==> src/rtl/wsbt_map.vh <==
// Constants for the word serial byte transfer servant.
// Assumes a 100 MHz clock and 16-bit command words written to the low data register.
`ifndef WSBT_MAP_VH
`define WSBT_MAP_VH

// Command word layout: opcode field, message-end bit, data byte
`define WS_OP_MSB 15
`define WS_OP_LSB 9
`define WS_OP_W 7
`define WS_END_BIT 8
`define WS_DATA_MSB 7
`define WS_DATA_LSB 0

// Opcodes of the two byte commands
`define WS_OP_SEND_BYTE 7'h01
`define WS_OP_FETCH_BYTE 7'h02

// Fast handshake stall limit
`define WS_STALL_US 20
`define WS_CLK_MHZ 100
`define WS_STALL_CYCLES (`WS_STALL_US * `WS_CLK_MHZ)
`define WS_STALL_CNT_W 12

// Reset values of the response flags
`define WS_RST_WRITE_READY 1'b1
`define WS_RST_READ_READY 1'b0
`define WS_RST_ERR_N 1'b1
`define WS_RST_FAST_N 1'b1

`endif

==> src/rtl/byte_buffer.v <==
// Two-entry buffer with valid and ready on both sides.
// Assumes one clock; both outputs toward each side come from flip-flops.
`timescale 1ns/1ps
module byte_buffer #(
  parameter WIDTH = 9
) (
  input wire clk, // System clock
  input wire nrst, // Asynchronous reset, active low
  input wire s_valid, // Word offered
  output reg s_ready, // Room for a word
  input wire [WIDTH-1:0] s_data, // Word in
  output reg m_valid, // Head word present
  input wire m_ready, // Head word taken
  output reg [WIDTH-1:0] m_data // Head word
);
  reg tail_valid;
  reg [WIDTH-1:0] tail_data;
  reg next_head_valid;
  reg next_tail_valid;
  reg [WIDTH-1:0] next_head_data;
  reg [WIDTH-1:0] next_tail_data;
  wire push;
  wire pop;

  assign push = s_valid & s_ready;
  assign pop = m_valid & m_ready;

  always @* begin
    next_head_valid = m_valid;
    next_tail_valid = tail_valid;
    next_head_data = m_data;
    next_tail_data = tail_data;
    if (pop) begin
      next_head_valid = tail_valid;
      next_head_data = tail_data;
      next_tail_valid = 1'b0;
    end
    if (push) begin
      if (!next_head_valid) begin
        next_head_valid = 1'b1;
        next_head_data = s_data;
      end else begin
        next_tail_valid = 1'b1;
        next_tail_data = s_data;
      end
    end
  end

  always @(posedge clk or negedge nrst) begin
    if (!nrst) begin
      m_valid <= 1'b0;
      tail_valid <= 1'b0;
      m_data <= {WIDTH{1'b0}};
      tail_data <= {WIDTH{1'b0}};
      s_ready <= 1'b1;
    end else begin
      m_valid <= next_head_valid;
      tail_valid <= next_tail_valid;
      m_data <= next_head_data;
      tail_data <= next_tail_data;
      // Registered room flag keeps the source side free of combinational paths
      s_ready <= ~next_tail_valid;
    end
  end
endmodule

==> src/rtl/stall_timer.v <==
// Down counter bounding how long a fast handshake access may be held off.
// Assumes start is a one-cycle pulse; expired stays high until the next start.
`timescale 1ns/1ps
`include "wsbt_map.vh"
module stall_timer #(
  parameter CNT_W = `WS_STALL_CNT_W,
  parameter [CNT_W-1:0] LIMIT = `WS_STALL_CYCLES
) (
  input wire clk, // System clock
  input wire nrst, // Asynchronous reset, active low
  input wire start, // Load the limit and begin counting
  output reg expired // Limit reached
);
  reg [CNT_W-1:0] count;

  always @(posedge clk or negedge nrst) begin
    if (!nrst) begin
      count <= {CNT_W{1'b0}};
      expired <= 1'b0;
    end else if (start) begin
      count <= LIMIT - 1'b1;
      expired <= 1'b0;
    end else if (count != {CNT_W{1'b0}}) begin
      count <= count - 1'b1;
      expired <= (count == {{(CNT_W-1){1'b0}}, 1'b1});
    end
  end
endmodule

==> src/rtl/word_serial_byte_transfer.v <==
// Servant side of the word serial byte transfer protocol with fast handshake.
// Assumes the commander's low data register accesses arrive as one-cycle strobes
// synchronous to clk, and the device core drains rx and fills tx.
`timescale 1ns/1ps
`include "wsbt_map.vh"
// Function
// - Only byte opcodes are data; all other commands pass to the command handler.
// - Only the byte transfer protocol is implemented, so one protocol is active.
// - Inbound bytes come inside commands; outbound bytes only answer fetch queries.
// - Send-byte carries 8 bits in; fetch-byte returns 8 bits out.
// - Input-ready is high exactly when a send-byte can be taken.
// - Output-ready is high exactly when a byte is available to fetch.
// - Write-ready stays low until input-ready has dropped after a send-byte; the code raises it once input-ready updates, even if room remains.
// - Write-ready stays low until output-ready has dropped after a fetch-byte; the code raises it once output-ready updates, even if a byte remains.
// - Input-ready and output-ready never fall while write-ready is high.
// - Both byte commands are accepted through fast handshake transfers.
// - Fast mode is entered only when ready for the byte command.
// - Fast mode ends when a message-end byte is sent or fetched.
// - An unready byte command under fast capability gets a bus error, flags kept.
// - A fast access stalls at most 20 us, then gets a bus error.
// - A bus error leaves buffers untouched and ends fast mode.
module word_serial_byte_transfer (
  input wire clk, // System clock, 100 MHz
  input wire nrst, // Asynchronous reset, active low
  input wire cmd_write, // Command word written, one-cycle strobe
  input wire [15:0] cmd_word, // Command word
  input wire cmd_fast, // Commander uses fast handshake for this access
  input wire resp_read, // Commander read the low data register
  output reg cmd_ack, // Access completed, one-cycle pulse
  output reg cmd_berr, // Access ended in bus error, one-cycle pulse
  output reg [15:0] data_low, // Response word: end bit and data byte
  output reg write_ready, // Response flag: next command may be written
  output reg read_ready, // Response flag: response waiting
  output reg input_ready, // Response flag: send-byte can be processed
  output reg output_ready_flag, // Response flag: fetch-byte can be served
  output reg err_n, // Response flag: protocol error, active low
  output reg fast_mode_active_n, // Response flag: fast mode active, active low
  input wire fast_capable, // Device supports fast handshake
  input wire fast_request, // Device asks to enter fast mode, pulse
  input wire err_clear, // Error reported and cleared, pulse
  output reg other_valid, // Non-byte command for the handler, pulse
  output reg [15:0] other_word, // Non-byte command word
  output wire rx_valid, // Received byte present
  input wire rx_ready, // Device takes received byte
  output wire [7:0] rx_data, // Received byte
  output wire rx_end, // Received byte ends a message
  input wire tx_valid, // Device offers byte to send
  output wire tx_ready, // Room for byte to send
  input wire [7:0] tx_data, // Byte to send
  input wire tx_end // Byte to send ends a message
);
  localparam ST_IDLE = 2'd0;
  localparam ST_STALL = 2'd1;
  localparam ST_SETTLE = 2'd2;
  localparam ST_RELEASE = 2'd3;

  reg [1:0] state;
  reg [15:0] held_word;
  reg in_push;
  reg [8:0] in_word;
  reg out_pop;
  reg fetch_pending;
  reg timer_start;
  wire in_room;
  wire [8:0] rx_word;
  wire rx_word_valid;
  wire out_valid;
  wire [8:0] out_word;
  wire timer_expired;
  wire [15:0] cur_word;
  wire [`WS_OP_W-1:0] cur_op;
  wire is_send;
  wire is_fetch;
  wire unready;

  assign cur_word = (state == ST_STALL) ? held_word : cmd_word;
  assign cur_op = cur_word[`WS_OP_MSB:`WS_OP_LSB];
  assign is_send = (cur_op == `WS_OP_SEND_BYTE);
  assign is_fetch = (cur_op == `WS_OP_FETCH_BYTE);
  // relied on in normal mode; violations are still caught here
  assign unready = (is_send & ~input_ready) | (is_fetch & ~output_ready_flag);
  // Head data keeps stale bytes after a pop, so only the head valid flop may qualify it
  assign rx_valid = rx_word_valid;
  assign rx_data = rx_word[`WS_DATA_MSB:`WS_DATA_LSB];
  assign rx_end = rx_word[`WS_END_BIT];

  byte_buffer #(.WIDTH(9)) in_buf (
    .clk(clk),
    .nrst(nrst),
    .s_valid(in_push),
    .s_ready(in_room),
    .s_data(in_word),
    .m_valid(rx_word_valid),
    .m_ready(rx_ready),
    .m_data(rx_word)
  );

  byte_buffer #(.WIDTH(9)) out_buf (
    .clk(clk),
    .nrst(nrst),
    .s_valid(tx_valid),
    .s_ready(tx_ready),
    .s_data({tx_end, tx_data}),
    .m_valid(out_valid),
    .m_ready(out_pop),
    .m_data(out_word)
  );

  stall_timer stall (
    .clk(clk),
    .nrst(nrst),
    .start(timer_start),
    .expired(timer_expired)
  );

  always @(posedge clk or negedge nrst) begin
    if (!nrst) begin
      state <= ST_IDLE;
      held_word <= 16'h0000;
      in_push <= 1'b0;
      in_word <= 9'h000;
      out_pop <= 1'b0;
      fetch_pending <= 1'b0;
      timer_start <= 1'b0;
      cmd_ack <= 1'b0;
      cmd_berr <= 1'b0;
      data_low <= 16'h0000;
      write_ready <= `WS_RST_WRITE_READY;
      read_ready <= `WS_RST_READ_READY;
      input_ready <= 1'b0;
      output_ready_flag <= 1'b0;
      err_n <= `WS_RST_ERR_N;
      fast_mode_active_n <= `WS_RST_FAST_N;
      other_valid <= 1'b0;
      other_word <= 16'h0000;
    end else begin
      in_push <= 1'b0;
      out_pop <= 1'b0;
      timer_start <= 1'b0;
      cmd_ack <= 1'b0;
      cmd_berr <= 1'b0;
      other_valid <= 1'b0;
      // flags only fall through our own push or pop, never with write-ready high
      input_ready <= in_room;
      output_ready_flag <= out_valid;
      if (resp_read) begin
        read_ready <= 1'b0;
      end
      if (err_clear) begin
        err_n <= 1'b1;
      end
      if (fast_request && fast_capable && state == ST_IDLE && write_ready && err_n &&
          (input_ready || output_ready_flag)) begin
        fast_mode_active_n <= 1'b0;
      end
      if (!fast_capable) begin
        fast_mode_active_n <= 1'b1;
      end
      case (state)
        ST_IDLE, ST_STALL: begin
          if ((state == ST_STALL) || (cmd_write && write_ready)) begin
            if (unready) begin
              if (fast_capable && state == ST_IDLE && cmd_fast && !fast_mode_active_n) begin
                held_word <= cmd_word;
                timer_start <= 1'b1;
                state <= ST_STALL;
              // A stale expiry left by an earlier stall must not end a fresh one
              end else if (fast_capable &&
                  (state == ST_IDLE || (timer_expired && !timer_start))) begin
                cmd_berr <= 1'b1;
                fast_mode_active_n <= 1'b1;
                state <= ST_IDLE;
              end else if (!fast_capable) begin
                // Not executed; a normal-mode violation is reported as a protocol error
                err_n <= 1'b0;
                read_ready <= 1'b0;
                write_ready <= 1'b0;
                state <= ST_SETTLE;
              end
            end else begin
              cmd_ack <= 1'b1;
              write_ready <= 1'b0;
              state <= ST_SETTLE;
              if (is_send) begin
                in_push <= 1'b1;
                in_word <= cur_word[8:0];
                if (cur_word[`WS_END_BIT]) begin
                  fast_mode_active_n <= 1'b1;
                end
              end else if (is_fetch) begin
                out_pop <= 1'b1;
                fetch_pending <= 1'b1;
                data_low <= {7'h00, out_word};
                if (out_word[8]) begin
                  fast_mode_active_n <= 1'b1;
                end
              end else begin
                // normal commands always reach the handler
                // no other data protocol competes for them
                other_valid <= 1'b1;
                other_word <= cur_word;
              end
            end
          end
        end
        ST_SETTLE: begin
          // Buffer state moves on this edge; the flags follow on the next
          state <= ST_RELEASE;
        end
        ST_RELEASE: begin
          write_ready <= 1'b1;
          if (fetch_pending) begin
            read_ready <= 1'b1;
          end
          fetch_pending <= 1'b0;
          state <= ST_IDLE;
        end
        default: begin
          state <= ST_IDLE;
        end
      endcase
    end
  end
endmodule

==> config.mk <==
export PLATFORM = sky130hd
export DESIGN_NAME = word_serial_byte_transfer
export DESIGN_NICKNAME = d
export VERILOG_FILES = /design/src/rtl/byte_buffer.v /design/src/rtl/stall_timer.v /design/src/rtl/word_serial_byte_transfer.v
export VERILOG_INCLUDE_DIRS = /design/src /design/src/rtl
export SDC_FILE = /design/constraint.sdc
export NUM_CORES = 1
export LEC_CHECK = 0
export ABC_CLOCK_PERIOD_IN_PS = 1950
export BUFFER_PORTS_ARGS = -buffer_cell sky130_fd_sc_hd__buf_4
export CORE_MARGIN = 1
export CORE_UTILIZATION = 51
export DETAILED_ROUTE_END_ITERATION = 12
export PLACE_DENSITY = 0.73
export SYNTH_ARGS = -nofsm -noshare
export SYNTH_HDL_FRONTEND = slang
export SYNTH_SLANG_ARGS = --single-unit
==> constraint.sdc <==
create_clock -name clk -period 1.95 [get_ports clk]
set_input_delay 0.39 -clock clk [delete_from_list [all_inputs] [get_ports clk]]
set_output_delay 0.39 -clock clk [all_outputs]
set_load 0.02 [all_outputs]
==> flow_summary.json, run 1 <==
{
  "status": "finished, violations left",
  "violations": "setup timing",
  "grt_max_degree": 39,
  "ys_top_cells_by_area": "dfrtp_1 54%, mux2_2 9.3%, nand2_1 6.1%, mux2_4 5.9%, mux2i_1 3.6%",
  "seqPwrFrac_pct": 35.3,
  "critPathBufInv": 3,
  "slowest_stage": "dfrtp_1",
  "power.density_nw_per_um2": 1350,
  "drtIter0Drc": 138,
  "wl_um": 11300,
  "p_clk_share_pct": 34.1,
  "core_um2": 9950,
  "hold_viol_final": 0,
  "finalPower_mw": 9.51,
  "cp-end-kind": "flop",
  "cts_made_buffers": 17,
  "worstHoldEndpoint": "out_buf.m_data[3]",
  "start_kind": "flop",
  "hold_depth": 3,
  "first_pass_iters": 5,
  "cts-root-buf": "clkbuf_8",
  "nets": 609,
  "drive_gt1_share_pct": 41.2,
  "relSlewSlack_pct": 36.8,
  "ys.flop_type": "dfrtp_1",
  "switchingPower_mw": 2.89,
  "wl_per_cell_um": 15.7,
  "portBuffers": 79,
  "path_class": "reg -> reg",
  "comb_power_share_pct": 30.6,
  "clkTransAtPathRegs_ns": 0.06,
  "cp_top_family": "buffers and inverters",
  "grt_usage_pct": 22.5,
  "dieHeight_um": 104,
  "clk_latency_ns": 0.52,
  "p_int_mw": 6.62,
  "fin_ws_ns": -0.00176,
  "grt_pass1_vias": 3930,
  "ys_warn_count": 0,
  "ant_nets": 0,
  "async_reset_ff_share_pct": 100,
  "arrival_ns": 2.35,
  "grt-ovfl-total": 0,
  "r2r_end": "other_word[9]",
  "irDropWorstVdd_uv": 683,
  "p_leak_nw": 3.64,
  "dp_hpwl_um": 7480,
  "critPathMaxFanout": 9,
  "timing.rr.start": "held_word[15]",
  "synth_area_um2": 5340,
  "seq_area_frac_synth_pct": 56.4,
  "post-route-period-util_pct": 100,
  "antenna_cells": 0,
  "htree_num_levels": 4,
  "avgSynthCellArea_um2": 12.0,
  "layout_commonest_cell": "dfrtp_1",
  "wl_met3_um": 448,
  "vias": 3768,
  "synth_largest_area_cell": "dfrtp_1",
  "met1Wirelength_um": 4930,
  "rrSetupSlack_ns": -0.002,
  "maxCapViolCount": 0,
  "routed_via_density": 5.25,
  "syn_to_final_growth_pct": 31.9,
  "die_w_um": 104,
  "mostFrequentLayoutCells": "115 x dfrtp_1, 113 x buf_4, 87 x nand2_1",
  "place_congestion": 0.845,
  "reg.largest.list": "held_word x16, other_word x16, stall.count x12",
  "cpPeakStageDelay_ns": 0.39,
  "synth_edf_count": 0,
  "rsz0062_at_grt": "yes",
  "maxSlewViolCount": 0,
  "drcViolationCount": 0,
  "rows": 36,
  "fin_skew_ns": 0.00812,
  "cts_tree": "built",
  "cts_buffer_depth": 2,
  "antenna_found_initial": 0,
  "yosysUniqueCellTypes": 55,
  "fin_crit_ns": 1.95,
  "synth_top_area_share_pct": 53.9,
  "synth_seq_cells": 120,
  "reg2regPathDepth": 7,
  "grt_pass1_wl_um": 18900,
  "cp_common_cell": "buf_4",
  "setup_violations": 1,
  "required_ns": 2.35,
  "cp_cell_sequence": "or3_4, o41ai_4, buf_4, buf_4, a21oi_4, buf_12, mux2_4",
  "wl_met2_um": 5690,
  "hp-start": "tx_data[3]",
  "fmax_ghz": 0.512,
  "initial_core_util_pct": 53.6,
  "hp-class": "in -> reg",
  "ios": 87,
  "syn_inst": 444,
  "p_sw_share_pct": 30.4,
  "n_fill_cell": 722,
  "cts_num_sinks": 120,
  "dr.max_layer_used": "met4",
  "finalSetupTns_ns": -0.00176,
  "worst_slew_pin_slew_ns": 0.945,
  "die_area_um2": 10900
}
## power groups by stage
stage               clock (mW)  sequential, mW  combinational [mW]
floorplan                    0            3.61                1.36
global placement             0            3.36                2.62
detailed placement           0            3.39                2.69
CTS                       3.29            3.36                2.82
global route              3.42            3.42                3.13
finish                    3.25            3.36                2.91
## through the flow
step	worst slack, ns	hold WS [ns]	utilization [%]	std cells	area (um2)
after CTS	0.00866	0.0588	70.0	715	6970
final	-0.00176	0.0823	70.7	718	7040
after global placement	-0.161	0.377	63.0	678	6280
after floorplan	-0.164	0.0944	-	450	5360
after global routing	-0.0652	0.0853	70.7	718	7040
after detailed placement	-0.173	0.382	63.0	678	6280
## worst max path at each step
| stage | depth (start not counted) | end | slack, ns | startpoint |
|---|---|---|---|---|
| final | 7 | other_word[9] | -0.002 | held_word[15] |
| after global routing | 8 | other_word[2] | -0.07 | state[1] |
| after CTS | 7 | in_word[4] | 0.009 | state[1] |
| after detailed placement | 6 | other_word[0] | -0.17 | cmd_word[10] |
| after global placement | 6 | other_word[5] | -0.16 | cmd_word[10] |
| after floorplan | 5 | held_word[10] | -0.16 | held_word[14] |
## synth_stat cells (all sizes together), types with 6 or more instances
cell type	count
dfrtp	115
nand2	87
mux2	65
o21ai	28
mux2i	19
inv	14
buf	12
nor2	12
nand3	11
clkbuf	8
and2	6
## metal layers
metal / GRT usage, % / vias to the layer above
met4: 9.39 / 0
met5: 0 / -
met2: 37.2 / 87
met1: 27.8 / 1873
met3: 6.02 / 24
li1: - / 1784
## repair_timing
item,4_1_cts,5_1_grt
endpoints found under the setup margin,38,55
setup buffers,2,2
endpoints found under the hold margin,30,0
pin swaps,0,1
hold buffers,1,0
cloned,2,1
resized for setup,3,8
## layout make-up
| type | instances | area [um2] | share of cell area [%] |
|---|---|---|---|
| Inverter | 14 | 52.6 | 0.746 |
| Tap cell | 133 | 166 | 2.36 |
| Multi-Input combinational cell | 298 | 2210 | 31.4 |
| Clock buffer | 21 | 449 | 6.38 |
| Sequential cell | 120 | 3010 | 42.7 |
| Timing Repair Buffer | 121 | 986 | 14.0 |
| Clock inverter | 11 | 170 | 2.42 |
## cells by family after synthesis
kind of cell	share of synthesized area, %
buf+inv	3.82
other cells	0.0703
compound gates	6.12
mux	18.8
flops	56.4
fa+ha+maj	0.469
xor+xnor	0.821
simple gates	13.6
## worst reg2reg max path, delay by kind of cell (launching register included)
kind | cells | cell delay [ns]
buffers and inverters | 3 | 0.48
DFF | 1 | 0.39
and+or+nand+nor | 1 | 0.38
muxes | 1 | 0.30
AOI/OAI and AO/OA | 2 | 0.27
Power figures use the tool's default switching activity.
==> run 2: changes to the inputs <==
--- a/config.mk
+++ b/config.mk
@@ -7,11 +7,11 @@
 export NUM_CORES = 1
 export LEC_CHECK = 0
 export ABC_CLOCK_PERIOD_IN_PS = 1950
-export BUFFER_PORTS_ARGS = -buffer_cell sky130_fd_sc_hd__buf_4
 export CORE_MARGIN = 1
-export CORE_UTILIZATION = 51
+export CORE_UTILIZATION = 57
 export DETAILED_ROUTE_END_ITERATION = 12
-export PLACE_DENSITY = 0.73
+export DONT_BUFFER_PORTS = 1
+export PLACE_DENSITY = 0.76
 export SYNTH_ARGS = -nofsm -noshare
 export SYNTH_HDL_FRONTEND = slang
 export SYNTH_SLANG_ARGS = --single-unit
==> flow_summary.json, run 2 (synthesized netlist as in run 1, its figures left out) <==
{
  "status": "finished, violations left",
  "violations": "hold timing, setup timing",
  "rrSetupSlack_ns": -0.04,
  "cp-end-kind": "flop",
  "layout_commonest_cell": "dfrtp_1",
  "arrival_ns": 2.39,
  "fin_area_um2": 6460,
  "mostFrequentLayoutCells": "115 x dfrtp_1, 87 x nand2_1, 43 x mux2_2",
  "timing.rr.start": "held_word[12]",
  "ant_nets": 0,
  "r2r_end": "data_low[0]",
  "portBuffers": 0,
  "slowest_stage": "or3_4",
  "critPathMaxFanout": 7,
  "hold_buffers": 18,
  "fin_crit_ns": 1.99,
  "maxSlewViolCount": 0,
  "first_pass_iters": 5,
  "final_util_pct": 72.7,
  "irDropWorstVdd_uv": 773,
  "rows": 34,
  "required_ns": 2.35,
  "dieHeight_um": 98.8,
  "fin_skew_ns": 0.0103,
  "grt-ovfl-total": 0,
  "syn_to_final_growth_pct": 21.1,
  "p_leak_nw": 3.27,
  "hp-class": "in -> async",
  "grt_usage_pct": 25.0,
  "clk_latency_ns": 0.52,
  "start_kind": "flop",
  "grt_pass1_wl_um": 18500,
  "initial_core_util_pct": 60.0,
  "die_w_um": 98.8,
  "clkTransAtPathRegs_ns": 0.06,
  "cts_tree": "built",
  "drive_gt1_share_pct": 30.9,
  "routed_via_density": 5.75,
  "grt_pass1_vias": 3702,
  "drcViolationCount": 0,
  "relSlewSlack_pct": 61.4,
  "maxCapViolCount": 0,
  "drtIter0Drc": 208,
  "nets": 541,
  "path_class": "reg -> reg",
  "setup_violations": 19,
  "ios": 87,
  "htree_num_levels": 4,
  "holdWs_ns": -0.433,
  "die_area_um2": 9760,
  "power.density_nw_per_um2": 1370,
  "cts-root-buf": "clkbuf_8",
  "reg2regPathDepth": 6,
  "place_congestion": 0.858,
  "vias": 3594,
  "core_um2": 8890,
  "antenna_found_initial": 0,
  "rsz0062_at_grt": "yes",
  "antenna_cells": 0,
  "grt_max_degree": 121,
  "fmax_ghz": 0.502,
  "wl_um": 11500,
  "hold_viol_final": 120,
  "dp_hpwl_um": 7030,
  "dpl_cell_area_um2": 5550,
  "cpPeakStageDelay_ns": 0.40,
  "fin_ws_ns": -0.0405,
  "cts_num_sinks": 120,
  "worst_slew_pin_slew_ns": 0.579,
  "post-route-period-util_pct": 102,
  "cts_buffer_depth": 2,
  "wl_per_cell_um": 18.3,
  "cts_made_buffers": 17,
  "reg.largest.list": "held_word x16, other_word x16, stall.count x12",
  "cp_cell_sequence": "or3_4, o41ai_4, buf_6, nand4_4, buf_6, mux2_4",
  "cp_common_cell": "buf_6"
}
[run 2: repair_timing]
action                                 in CTS  in global routing
buffers inserted                            5                  3
gates cloned                                1                  1
setup endpoints to repair                  56                 67
resized for setup                           9                  6
pin swaps                                   7                  5
endpoints found under the hold margin     146                120
[run 2: power breakdown]
group	total [mW]	internal, mW	switching [mW]
Clock	3.08	1.88	1.20
Sequential	3.70	2.99	0.707
Combinational	2.06	1.06	1.00
Total	8.84	5.93	2.90
[run 2: through the flow]
| step | TNS [ns] | instances | power (mW) | worst slack (ns) |
|---|---|---|---|---|
| global route | -1.59 | 625 | 9.22 | -0.0911 |
| finish | -0.327 | 625 | 8.84 | -0.0405 |
| floorplan | -4.19 | 450 | 4.97 | -0.164 |
| detailed placement | -3.06 | 565 | 5.48 | -0.117 |
| CTS | -2.52 | 621 | 8.76 | -0.106 |
| global placement | -1.54 | 565 | 5.38 | -0.0658 |
[run 2: worst max-delay path by stage]
stage	start	to	slack, ns	cells after the start
2_1_floorplan	held_word[14]	held_word[10]	-0.16	5
3_3_place_gp	held_word[14]	data_low[7]	-0.07	6
3_5_place_dp	held_word[14]	data_low[0]	-0.12	6
4_1_cts	held_word[12]	data_low[0]	-0.11	6
5_1_grt	held_word[12]	data_low[0]	-0.09	6
6_report	held_word[12]	data_low[0]	-0.04	6
[run 2: layer usage]
metal	up-vias	track usage, %	share of wire (%)
li1	1646	-	-
met1	1770	31.2	40
met2	147	39.3	50
met3	31	7.73	6.6
met4	0	13.4	3.1
met5	-	0	0
[run 2: worst max-delay path, delay by kind of cell (launching register included)]
family          cells  cell delay, ns
compound gates      1            0.29
buf+inv             2            0.40
flops               1            0.38
mux                 1            0.29
simple gates        2            0.50
[run 2: final cells by class]
type	count	area [um2]
Fill cell	552	2430
Clock buffer	18	428
Tap cell	108	135
Clock inverter	14	159
Multi-Input combinational cell	298	2210
Sequential cell	120	3010
Timing Repair Buffer	53	474
Inverter	14	52.6
